--- src/umso_pkg.sv ---
`default_nettype none
package umso_pkg;

   // instruction cycle phases, one clock each
   typedef enum logic [3:0] {
      PH_DECODE  = 4'b0001,
      PH_READ    = 4'b0010,
      PH_PROCESS = 4'b0100,
      PH_WRITE   = 4'b1000
   } umso_phase_t;

   // decoded operation, one-hot
   typedef enum logic [3:0] {
      OP_NONE     = 4'b0001,
      OP_MUL_LIT  = 4'b0010,
      OP_MUL_FILE = 4'b0100,
      OP_STORE    = 4'b1000
   } umso_op_t;

   // opcode patterns
   localparam logic [7:0] MUL_LIT_OPCODE  = 8'h0d;
   localparam logic [6:0] MUL_FILE_OPCODE = 7'h01;
   localparam logic [6:0] STORE_OPCODE    = 7'h37;

   // instruction field positions
   localparam int OPC_HI_MSB   = 15;
   localparam int OPC_HI_LSB   = 8;
   localparam int OPC_BANK_LSB = 9;
   localparam int BANK_BIT_POS = 8;

   // access bank split and indexed window limit
   localparam logic [7:0] ACCESS_SPLIT     = 8'h60;
   localparam logic [7:0] INDEX_LIMIT      = 8'h5f;
   localparam logic [3:0] ACCESS_LOW_BANK  = 4'h0;
   localparam logic [3:0] ACCESS_HIGH_BANK = 4'hf;

   // values after reset
   localparam logic [7:0]  BYTE_RST  = 8'h00;
   localparam logic [11:0] ADDR_RST  = 12'h000;
   localparam logic [15:0] INSTR_RST = 16'h0000;

endpackage : umso_pkg
`default_nettype wire

--- src/umso_umul8.sv ---
`default_nettype none
module umso_umul8 (
   input  wire logic [7:0]  a,
   input  wire logic [7:0]  b,
   output logic      [15:0] p
);
   import umso_pkg::*;

   logic [15:0] acc [0:8];

   assign acc[0] = 16'h0000;

   // shift-and-add, one partial product per multiplier bit
   genvar i;
   generate
      for (i = 0; i < 8; i++) begin : g_pp
         assign acc[i+1] = acc[i] + (b[i] ? ({8'h00, a} << i) : 16'h0000);
      end
   endgenerate

   assign p = acc[8];

endmodule // umso_umul8
`default_nettype wire

--- src/umso_exec.sv ---
`default_nettype none
module umso_exec (
   input  wire logic                  CLK,
   input  wire logic                  RST_B,
   input  wire logic                  INSTR_VALID,
   input  wire logic [15:0]           INSTR,
   input  wire logic [7:0]            W_VALUE,
   input  wire logic [3:0]            BANK_SELECT,
   input  wire logic                  EXT_SET_EN,
   input  wire logic [11:0]           INDEX_BASE,
   input  wire logic [7:0]            FILE_RDATA,
   output var umso_pkg::umso_phase_t  PHASE,
   output logic      [11:0]           FILE_ADDR,
   output logic                       FILE_RD,
   output logic                       FILE_WR,
   output logic      [7:0]            FILE_WDATA,
   output logic      [7:0]            PRODUCT_HIGH_BYTE,
   output logic      [7:0]            PRODUCT_LOW_BYTE,
   output logic                       PRODUCT_WE,
   output logic                       INSTR_DONE
);
   import umso_pkg::*;

   umso_phase_t phase_reg;
   umso_phase_t phase_next;
   umso_op_t    op_reg;
   umso_op_t    op_dec;
   logic [7:0]  w_reg;
   logic [7:0]  opnd_reg;
   logic [11:0] addr_reg;
   logic        rd_reg;
   logic        wr_reg;
   logic [7:0]  wdata_reg;
   logic [7:0]  prod_hi_reg;
   logic [7:0]  prod_lo_reg;
   logic        prod_we_reg;
   logic        done_reg;
   logic [15:0] product;
   logic [7:0]  lit_reg;

   wire [7:0]  f_field   = INSTR[7:0];
   wire        bank_bit  = INSTR[BANK_BIT_POS];
   wire        is_mul_lit  = INSTR[OPC_HI_MSB:OPC_HI_LSB] == MUL_LIT_OPCODE;
   wire        is_mul_file = INSTR[OPC_HI_MSB:OPC_BANK_LSB] == MUL_FILE_OPCODE;
   wire        is_store    = INSTR[OPC_HI_MSB:OPC_BANK_LSB] == STORE_OPCODE;
   wire        is_mul      = (op_reg == OP_MUL_LIT) || (op_reg == OP_MUL_FILE);

   assign op_dec = !INSTR_VALID ? OP_NONE :
                   is_mul_lit   ? OP_MUL_LIT :
                   is_mul_file  ? OP_MUL_FILE :
                   is_store     ? OP_STORE : OP_NONE;

   wire [11:0] access_addr = (f_field < ACCESS_SPLIT) ? {ACCESS_LOW_BANK, f_field}
                                                       : {ACCESS_HIGH_BANK, f_field};
   wire        use_index   = EXT_SET_EN && (f_field <= INDEX_LIMIT);
   wire [11:0] index_addr  = INDEX_BASE + {4'h0, f_field};
   wire [11:0] banked_addr = {BANK_SELECT, f_field};
   wire [11:0] file_addr   = bank_bit  ? banked_addr :
                             use_index ? index_addr : access_addr;

   always_comb begin
      case (phase_reg)
         PH_DECODE:  phase_next = PH_READ;
         PH_READ:    phase_next = PH_PROCESS;
         PH_PROCESS: phase_next = PH_WRITE;
         PH_WRITE:   phase_next = PH_DECODE;
         default:    phase_next = PH_DECODE;
      endcase
   end

   umso_umul8 u_mul (
      .a (w_reg),
      .b (opnd_reg),
      .p (product)
   );

   always_ff @(posedge CLK or negedge RST_B) begin
      if (!RST_B) begin
         phase_reg <= PH_DECODE;
      end else begin
         phase_reg <= phase_next;
      end
   end

   // decode: latch op and resolved address, request a read for the file multiply
   always_ff @(posedge CLK or negedge RST_B) begin
      if (!RST_B) begin
         op_reg   <= OP_NONE;
         addr_reg <= ADDR_RST;
         rd_reg   <= 1'b0;
      end else if (phase_reg == PH_DECODE) begin
         op_reg   <= op_dec;
         addr_reg <= file_addr;
         rd_reg   <= (op_dec == OP_MUL_FILE);
      end else if (phase_reg == PH_READ) begin
         rd_reg   <= 1'b0;
      end
   end

   // operand read: working value and literal or file byte
   always_ff @(posedge CLK or negedge RST_B) begin
      if (!RST_B) begin
         w_reg    <= BYTE_RST;
         opnd_reg <= BYTE_RST;
      end else if (phase_reg == PH_READ) begin
         w_reg    <= W_VALUE;
         opnd_reg <= (op_reg == OP_MUL_FILE) ? FILE_RDATA : lit_reg;
      end
   end

   // literal is held from decode so a changing instruction bus cannot disturb it
   always_ff @(posedge CLK or negedge RST_B) begin
      if (!RST_B) begin
         lit_reg <= BYTE_RST;
      end else if (phase_reg == PH_DECODE) begin
         lit_reg <= f_field;
      end
   end

   // process: results show during the write phase
   always_ff @(posedge CLK or negedge RST_B) begin
      if (!RST_B) begin
         prod_hi_reg <= BYTE_RST;
         prod_lo_reg <= BYTE_RST;
         prod_we_reg <= 1'b0;
      end else if (phase_reg == PH_PROCESS) begin
         prod_we_reg <= is_mul;
         if (is_mul) begin
            // high byte and low byte split
            prod_hi_reg <= product[15:8];
            prod_lo_reg <= product[7:0];
         end
      end else begin
         prod_we_reg <= 1'b0;
      end
   end

   always_ff @(posedge CLK or negedge RST_B) begin
      if (!RST_B) begin
         wr_reg    <= 1'b0;
         wdata_reg <= BYTE_RST;
         done_reg  <= 1'b0;
      end else if (phase_reg == PH_PROCESS) begin
         wr_reg    <= (op_reg == OP_STORE);
         wdata_reg <= w_reg;
         done_reg  <= (op_reg != OP_NONE);
      end else begin
         wr_reg    <= 1'b0;
         done_reg  <= 1'b0;
      end
   end

   // no flag path: this block has no status output to disturb
   assign PHASE             = phase_reg;
   assign FILE_ADDR         = addr_reg;
   assign FILE_RD           = rd_reg;
   assign FILE_WR           = wr_reg;
   assign FILE_WDATA        = wdata_reg;
   assign PRODUCT_HIGH_BYTE = prod_hi_reg;
   assign PRODUCT_LOW_BYTE  = prod_lo_reg;
   assign PRODUCT_WE        = prod_we_reg;
   assign INSTR_DONE        = done_reg;

   lit_mult_a: assert property (@(posedge CLK) disable iff (!RST_B)
      (phase_reg == PH_DECODE && INSTR_VALID && is_mul_lit) |-> ##3
      ({PRODUCT_HIGH_BYTE, PRODUCT_LOW_BYTE} ==
       16'({8'h00, $past(W_VALUE, 2)} * {8'h00, $past(INSTR[7:0], 3)})))
      else $error("literal multiply product wrong");

   // product bytes only change on multiply
   prod_hold_a: assert property (@(posedge CLK) disable iff (!RST_B)
      ($changed(PRODUCT_HIGH_BYTE) || $changed(PRODUCT_LOW_BYTE)) |->
      PRODUCT_WE && phase_reg == PH_WRITE)
      else $error("product bytes changed outside a multiply");

   mul_we_a: assert property (@(posedge CLK) disable iff (!RST_B)
      (phase_reg == PH_DECODE && INSTR_VALID && (is_mul_lit || is_mul_file)) |->
      ##3 PRODUCT_WE ##1 !PRODUCT_WE)
      else $error("multiply did not write the product pair once");

   // file product and no operand write
   file_mult_a: assert property (@(posedge CLK) disable iff (!RST_B)
      (phase_reg == PH_DECODE && INSTR_VALID && is_mul_file) |-> ##1 FILE_RD
      ##1 !FILE_WR ##1 (!FILE_WR &&
      {PRODUCT_HIGH_BYTE, PRODUCT_LOW_BYTE} ==
      16'({8'h00, $past(W_VALUE, 2)} * {8'h00, $past(FILE_RDATA, 2)})))
      else $error("file multiply product wrong or operand written");

   bank_addr_a: assert property (@(posedge CLK) disable iff (!RST_B)
      (phase_reg == PH_DECODE && INSTR_VALID && (is_mul_file || is_store) && bank_bit)
      |=> FILE_ADDR == {$past(BANK_SELECT), $past(INSTR[7:0])})
      else $error("banked file address wrong");

   index_addr_a: assert property (@(posedge CLK) disable iff (!RST_B)
      (phase_reg == PH_DECODE && INSTR_VALID && !bank_bit && EXT_SET_EN &&
       INSTR[7:0] <= INDEX_LIMIT)
      |=> FILE_ADDR == 12'($past(INDEX_BASE) + {4'h0, $past(INSTR[7:0])}))
      else $error("indexed file address wrong");

   store_write_a: assert property (@(posedge CLK) disable iff (!RST_B)
      (phase_reg == PH_DECODE && INSTR_VALID && is_store) |->
      ##3 (FILE_WR && !FILE_RD && FILE_WDATA == $past(W_VALUE, 2) && !PRODUCT_WE))
      else $error("store did not write the working value");

   cycle_done_a: assert property (@(posedge CLK) disable iff (!RST_B)
      INSTR_DONE |-> phase_reg == PH_WRITE ##1 (!INSTR_DONE && phase_reg == PH_DECODE))
      else $error("instruction did not finish in its write phase");

endmodule // umso_exec
`default_nettype wire

--- config.mk ---
export PLATFORM = sky130hd
export DESIGN_NAME = umso_exec
export DESIGN_NICKNAME = d
export VERILOG_FILES = /design/src/umso_pkg.sv /design/src/umso_umul8.sv /design/src/umso_exec.sv
export SDC_FILE = /design/constraint.sdc
export NUM_CORES = 1
export LEC_CHECK = 0
export BUFFER_PORTS_ARGS = -buffer_cell sky130_fd_sc_hd__buf_2
export CELL_PAD_IN_SITES_DETAIL_PLACEMENT = 0
export CELL_PAD_IN_SITES_GLOBAL_PLACEMENT = 1
export CORE_MARGIN = 10
export CORE_UTILIZATION = 25
export CTS_CLUSTER_SIZE = 28
export DETAILED_ROUTE_END_ITERATION = 16
export PLACE_DENSITY = 0.5
export RECOVER_POWER = 100
export SLEW_MARGIN = 20
export SYNTH_ARGS = -nofsm -noshare
export SYNTH_HDL_FRONTEND = slang
export SYNTH_HIERARCHICAL = 1
export SYNTH_SLANG_ARGS = --single-unit
--- constraint.sdc ---
create_clock -name CLK -period 5.4 [get_ports CLK]
set_input_delay 0 -clock CLK [delete_from_list [all_inputs] [get_ports CLK]]
set_output_delay 0 -clock CLK [all_outputs]
set_load 0.005 [all_outputs]
==> run summary, run 1 <==
Count of routing violations after the opening detailed-route iteration: 133
Failing checks: max-capacitance violations, max-slew violations
Postcts setup bufs: 0
Ports: 96
Proportion of layout cells with a drive suffix above 1: 0.1395
Top fanout value on the critical path: 10
Count of nets left with antenna violations after detail routing: 0
Final setup violation count: 0
Clock-pin transition on the worst setup and hold timing paths: 0.07 ns
Number of clock buffers inserted by TritonCTS: 9
Setup repair after global routing missed its margin: false
Initial antenna violation count: 3
Global-route usage over all layers: 0.1050
Gr ovfl total: 0
Worst hold-check path type: primary input to flop
Core area: 20430 um^2
Post-synthesis instance area: 5243 um^2
CTS tree: yes
Total number of yosys warnings: 6
Number of port buffers: 95
Die H: 164.8 um
Net count of the finished layout: 799
Number of distinct library cells after synthesis: 51
Crit path DAT: 4.85 ns
Pre-Repair DR Iteration Count: 4
Global placer's final weighted congestion: 0.7976
Max transition margin: -1.600
Startpoint types: flop
Vias in the first global route: 4425
Final min period: 4.560 ns
Post-synthesis instance total: 542
Via count of the routed design: 4083
Crit share post-route: 0.8445
Critical Path Max Stage Delay: 0.54 ns
Least-Margin Pin Slew: 3.900 ns
Synthesized flop and latch total: 72
Clock network latency to the later pin of the worst-skew pair: 0.36 ns
Hold_ws: 0.01761 ns
Summed negative setup slack over all endpoints: 0 ns
PwrDens: 274.7 nW/um^2
Sum of routed wire length over all layers: 13.70 mm
Die extent in x: 164.8 um
Maximum vdd drop: 0.1491 mV
Syn Nets: 672
Leading cell types by total area after synthesis: sky130_fd_sc_hd__dfrtp_1, sky130_fd_sc_hd__fa_1, sky130_fd_sc_hd__ha_1
Mean number of vias per cell: 4.312
Category of the worst setup path capture point: flop
Top cell type's share of synthesized area: 0.3341
Placement-stage worst setup slack: 0.9665 ns
Post-route worst setup slack: 0.8397 ns
Most area-hungry cell type in the Yosys netlist: sky130_fd_sc_hd__dfrtp_1
Final number of max-transition violations: 73
Result of the run: finished with violations
Clock sink total: 72
Number of placed instances, taps included: 898
Cells along the critical path: and2_0 -> fa_1 -> inv_1 -> fa_1 -> inv_1 -> fa_1 -> inv_1 -> fa_1 -> inv_1 -> ha_1 -> and3_1 -> a211oi_1 -> nand2b_2 -> a31oi_2 -> xnor2_1 -> nand2_1 -> nand2_1
Routed length per placed instance: 14.46 um
Worst Path Class, Setup: flop to flop
Leakage power summed over all cells: 3.141 nW
Cell type of the slowest stage on the worst timing path: sky130_fd_sc_hd__fa_1
Number of design rule violations left after detail routing: 0
Global-route wire length before repair: 22.69 mm
Required time of the critical path: 5.69 ns
Max Buffers Root-to-Sink: 2
Number of violations of the max-capacitance limit: 1
Mean area per synthesized cell: 9.673 um^2
Final cell count without fillers: 947
Final-report hold violation count: 0
Filler cell count: 2220
Std cell rows: 52
Achievable clock frequency: 219.3 MHz
Die area: 27160 um^2
Largest net degree at the start of global routing: 73
CTS root buf: sky130_fd_sc_hd__clkbuf_16
Number of levels in the clock H-tree: 3
Effective utilization at floorplan: 0.2566
Worst clock skew: 0.01851 ns
Growth of design area from synthesis to finish: 25.18%
Detailed-placement wirelength estimate: 10.83 mm
Portion of the post-synthesis area used by sequential elements: 0.3442
Max reg flops: 12
## power by group
| part | switching, W | total (W) | internal [W] |
|---|---|---|---|
| logic | 0.000335 | 0.000627 | 0.000292 |
| clock network | 0.000272 | 0.000593 | 0.000321 |
| registers | 0.0000234 | 0.000582 | 0.000559 |
## cell usage in the layout (no fill, tap or decap), types with 5 or more instances in the layout
cell type,Yosys,layout
sky130_fd_sc_hd__nand3_1,7,7
sky130_fd_sc_hd__and2_0,0,5
sky130_fd_sc_hd__clkbuf_1,4,43
sky130_fd_sc_hd__mux2i_1,9,9
sky130_fd_sc_hd__o21a_1,5,5
sky130_fd_sc_hd__clkbuf_16,0,9
sky130_fd_sc_hd__dlygate4sd3_1,0,30
sky130_fd_sc_hd__xnor2_1,9,9
sky130_fd_sc_hd__and3_1,5,5
sky130_fd_sc_hd__a21oi_1,28,28
sky130_fd_sc_hd__o21ai_0,12,12
sky130_fd_sc_hd__mux2_2,16,16
sky130_fd_sc_hd__xor2_1,7,7
sky130_fd_sc_hd__fa_1,39,39
sky130_fd_sc_hd__nand2_1,112,112
sky130_fd_sc_hd__and2_1,49,44
sky130_fd_sc_hd__inv_1,40,41
sky130_fd_sc_hd__nor3_1,7,7
sky130_fd_sc_hd__or3_1,5,5
sky130_fd_sc_hd__nor2_1,25,25
sky130_fd_sc_hd__buf_2,5,55
sky130_fd_sc_hd__ha_1,39,39
sky130_fd_sc_hd__dfrtp_1,70,70
## routing by layer
| metal | vias to the layer above | track usage | part of all wire |
|---|---|---|---|
| met5 | - | 0 | 0 |
| met4 | 0 | 0.02778 | 0.010 |
| met3 | 10 | 0.03933 | 0.060 |
| met2 | 82 | 0.1744 | 0.49 |
| met1 | 1930 | 0.1250 | 0.44 |
| li1 | 2061 | - | - |
## metrics by stage
stage	util	power, W	area, um^2
floorplan	-	0.001064	5243
global placement	0.2957	0.001226	6041
detailed placement	0.2957	0.001218	6041
CTS	0.3245	0.001862	6629
global route	0.3212	0.001969	6563
finish	0.3212	0.001802	6563
## timing repair
item	CTS	global route
hold buffers	30	0
gates resized for setup	0	0
endpoints found under the hold margin	102	0
## Yosys cell counts, drive strengths merged
master,instances
a211oi,3
a21boi,2
a21o,4
a21oi,28
a22o,1
a31oi,4
and2,49
and3,5
and4,1
buf,8
clkbuf,4
clkinv,1
dfrtp,70
dfstp,2
fa,39
ha,39
inv,41
mux2,16
mux2i,9
nand2,112
nand2b,3
nand3,7
nand4,2
nor2,25
nor2b,4
nor3,7
nor4,2
nor4b,4
o211ai,1
o21a,5
o21ai,12
o221ai,2
o311ai,1
o31a,1
o31ai,2
o41a,1
o41ai,1
or2,1
or3,5
or4,1
or4b,1
xnor2,9
xor2,7
## final timing paths
path | start | to | cells past startpoint | slack (ns)
min in group asynchronous | RST_B | PRODUCT_HIGH_BYTE[3] | 2 | 1.53
min reg2reg | PRODUCT_HIGH_BYTE[0] | PRODUCT_HIGH_BYTE[0] | 2 | 0.47
max | w_reg[7] | PRODUCT_HIGH_BYTE[6] | 17 | 0.84
min | BANK_SELECT[1] | FILE_ADDR[9] | 5 | 0.02
max reg2reg | w_reg[7] | PRODUCT_HIGH_BYTE[6] | 17 | 0.84
max in group asynchronous | RST_B | FILE_WDATA[6] | 2 | 1.62
## area by class of cell
class	count	area, um^2	area share
diodes	3	7.507	0.001144
clock buffers	9	225.2	0.03432
clock inverters	7	62.56	0.009533
inverters	42	157.7	0.02402
multi-input cells	416	3231	0.4923
flip-flops and latches	72	1804	0.2749
well taps	270	337.8	0.05148
repair buffers	128	737.0	0.1123
## critical path, delay by kind of cell (launching register included)
kind	cells	cell delay, ns
adder cells (fa/ha/maj)	5	2.46
AND/OR/NAND/NOR	5	0.68
AO/OA/AOI/OAI	2	0.53
flip-flops	1	0.48
buffers and inverters	4	0.20
XOR/XNOR	1	0.13
## logic make-up (layout without fill, tap and decap cells)
group / count (synthesis) / in the layout / share of synthesized area
simple gates: 229 / 229 / 0.2107
fa+ha+maj: 78 / 78 / 0.2420
flops: 72 / 72 / 0.3442
compound gates: 68 / 68 / 0.08425
buf+inv: 54 / 186 / 0.04057
mux: 25 / 25 / 0.05155
xor+xnor: 16 / 16 / 0.02673
other cells: 0 / 3 / 0
No activity file was read; power rests on OpenSTA's default activity.
==> run 2: changes to the inputs <==
- PLACE_DENSITY: 0.5 -> 0.52
- clock period: 5.4 -> 3.97 ns (I/O delays scaled with it)
==> run 2 against run 1 <==
Maximum frequency rose by 13%. Power rose by 63%. Sequential power rose by 35%. The run ends with max-capacitance violations, max-slew violations, negative setup slack left. Clock skew fell by 0.0083 ns. Largest cell class unchanged. Largest power group unchanged. Die area did not move. Critical path type unchanged. Register-to-register slack got worse by 0.89 ns. Non-clock buffer count rose by 49.
==> run summary, run 2 (same netlist as run 1, synthesis figures left out) <==
Result of the run: finished with violations
Failing checks: max-capacitance violations, max-slew violations, negative setup slack
Clock network latency to the later pin of the worst-skew pair: 0.35 ns
Final setup violation count: 2
Ports: 96
Cell type of the slowest stage on the worst timing path: sky130_fd_sc_hd__fa_1
Number of violations of the max-capacitance limit: 1
Hold_ws: 0.02021 ns
Most common library cell in the layout ignoring fill and taps: sky130_fd_sc_hd__nand2_1
Die extent in x: 164.8 um
WP buf/inv: 5
Pre-Repair DR Iteration Count: 4
Maximum vdd drop: 0.2110 mV
Initial antenna violation count: 0
Global-route usage over all layers: 0.1091
Detailed-placement wirelength estimate: 11.42 mm
Routed length per placed instance: 14.66 um
Met3 wirelength from detailed routing: 780 um
Number of design rule violations left after detail routing: 0
Final-report hold violation count: 0
Top fanout value on the critical path: 5
Gr ovfl total: 0
Die H: 164.8 um
Global placer's final weighted congestion: 0.8152
Max transition margin: -0.8246
Number of clock buffers inserted by TritonCTS: 9
Core area: 20430 um^2
Number of port buffers: 95
Net count of the finished layout: 848
Diodes inserted: 0
Share of the core filled with cells in the final layout: 0.3517
Via count of the routed design: 4328
Worst hold-check path type: primary input to flop
Clock sink total: 72
Metal1 wirelength: 6.366 mm
Total placed instance area: 6329 um^2
PwrDens: 408.2 nW/um^2
Count of nets left with antenna violations after detail routing: 0
Proportion of layout cells with a drive suffix above 1: 0.2476
Std cell rows: 52
Commonest non-fill, non-tap cells in the layout: sky130_fd_sc_hd__nand2_1, sky130_fd_sc_hd__dfrtp_1, sky130_fd_sc_hd__buf_2
Clock-pin transition on the worst setup and hold timing paths: 0.06 ns
Final number of max-transition violations: 13
Final design area excluding fillers: 7186 um^2
Crit share post-route: 1.013
Summed negative setup slack over all endpoints: -0.09605 ns
Post-route worst setup slack: -0.05207 ns
Sum of routed wire length over all layers: 14.56 mm
Critical Path Max Stage Delay: 0.52 ns
Die area: 27160 um^2
Cell class contributing the biggest share of worst-path delay: adder cells
Startpoint types: flop
Met2 layer wire length in the routed design: 7.218 mm
Worst clock skew: 0.01018 ns
Effective utilization at floorplan: 0.2566
Achievable clock frequency: 248.6 MHz
Cell repeated most along the worst path: sky130_fd_sc_hd__fa_1
Largest net degree at the start of global routing: 73
Cells along the critical path: and2_4 -> fa_1 -> inv_1 -> fa_1 -> inv_2 -> fa_1 -> inv_1 -> fa_1 -> inv_2 -> ha_4 -> and3_4 -> a211oi_4 -> nand2b_4 -> buf_6 -> xor2_2 -> nand2_1 -> nand2_1
Max reg flops: 12
Final cell count without fillers: 993
Leakage power summed over all cells: 3.419 nW
Crit path DAT: 4.25 ns
Max Buffers Root-to-Sink: 2
Number of placed instances, taps included: 932
Least-Margin Pin Slew: 2.699 ns
Count of routing violations after the opening detailed-route iteration: 145
Final min period: 4.022 ns
CTS root buf: sky130_fd_sc_hd__clkbuf_16
Setup repair after global routing missed its margin: true
Vias in the first global route: 4726
Required time of the critical path: 4.20 ns
Uppermost routed layer: met4
Worst Path Class, Setup: flop to flop
CTS tree: yes
Category of the worst setup path capture point: flop
Growth of design area from synthesis to finish: 37.06%
Global-route wire length before repair: 23.72 mm
Mean number of vias per cell: 4.359
Number of levels in the clock H-tree: 3
-- run 2: worst paths after layout --
kind	slack (ns)	depth (start not counted)	endpoint	startpoint
min in group asynchronous	0.40	2	PRODUCT_HIGH_BYTE[0]	RST_B
setup / recovery	-0.05	17	PRODUCT_HIGH_BYTE[2]	w_reg[7]
setup reg to reg	-0.05	17	PRODUCT_HIGH_BYTE[2]	w_reg[7]
max in group asynchronous	1.54	3	opnd_reg[7]	RST_B
hold reg to reg	0.47	2	PRODUCT_HIGH_BYTE[4]	PRODUCT_HIGH_BYTE[4]
hold / removal	0.02	4	op_reg[0]	INSTR[15]
-- run 2: stage by stage --
step                      power (W)  setup slack (ns)
after floorplan            0.001494           0.04251
after global placement     0.001844           -0.1144
after detailed placement   0.001846           -0.1561
after CTS                  0.002803           -0.1183
after global routing       0.003166           -0.1911
final                      0.002933          -0.05207
-- run 2: worst register-to-register path, stage by stage, from the launching register on --
cell and delay (ns):
sky130_fd_sc_hd__dfrtp_2 0.43, sky130_fd_sc_hd__and2_4 0.17, sky130_fd_sc_hd__fa_1 0.52, sky130_fd_sc_hd__inv_1 0.05, sky130_fd_sc_hd__fa_1 0.49, sky130_fd_sc_hd__inv_2 0.04, sky130_fd_sc_hd__fa_1 0.49, sky130_fd_sc_hd__inv_1 0.05
sky130_fd_sc_hd__fa_1 0.49, sky130_fd_sc_hd__inv_2 0.04, sky130_fd_sc_hd__ha_4 0.23, sky130_fd_sc_hd__and3_4 0.19, sky130_fd_sc_hd__a211oi_4 0.27, sky130_fd_sc_hd__nand2b_4 0.10, sky130_fd_sc_hd__buf_6 0.12, sky130_fd_sc_hd__xor2_2 0.13
sky130_fd_sc_hd__nand2_1 0.05, sky130_fd_sc_hd__nand2_1 0.05
-- run 2: per-layer routing --
metal  GRT usage  vias to the layer above
met2      0.1860                       95
met1      0.1293                     2072
li1            -                     2148
met5           0                        -
met4     0.02979                        0
met3     0.03460                       13
-- run 2: cell type report --
| class | count | area [um^2] |
|---|---|---|
| fillers | 2152 | 13240 |
| multi-input cells | 416 | 3428 |
| flip-flops and latches | 72 | 1818 |
| repair buffers | 177 | 1127 |
| well taps | 270 | 337.8 |
| clock buffers | 11 | 252.7 |
| inverters | 42 | 157.7 |
| clock inverters | 5 | 63.81 |
-- run 2: timing repair --
action                                  in CTS  in global routing
gates resized for setup                     11                 36
buffers inserted                             8                  5
hold endpoints to repair                   103                  0
pin swaps                                    9                 27
hold buffers                                31                  0
endpoints found under the setup margin       6                  6
-- run 2: where the power goes --
part / leakage (nW) / switching (W) / internal [W]
clock network: 0.152 / 0.000338 / 0.000525
registers: 0.883 / 0.0000227 / 0.000762
logic: 2.38 / 0.000604 / 0.000682
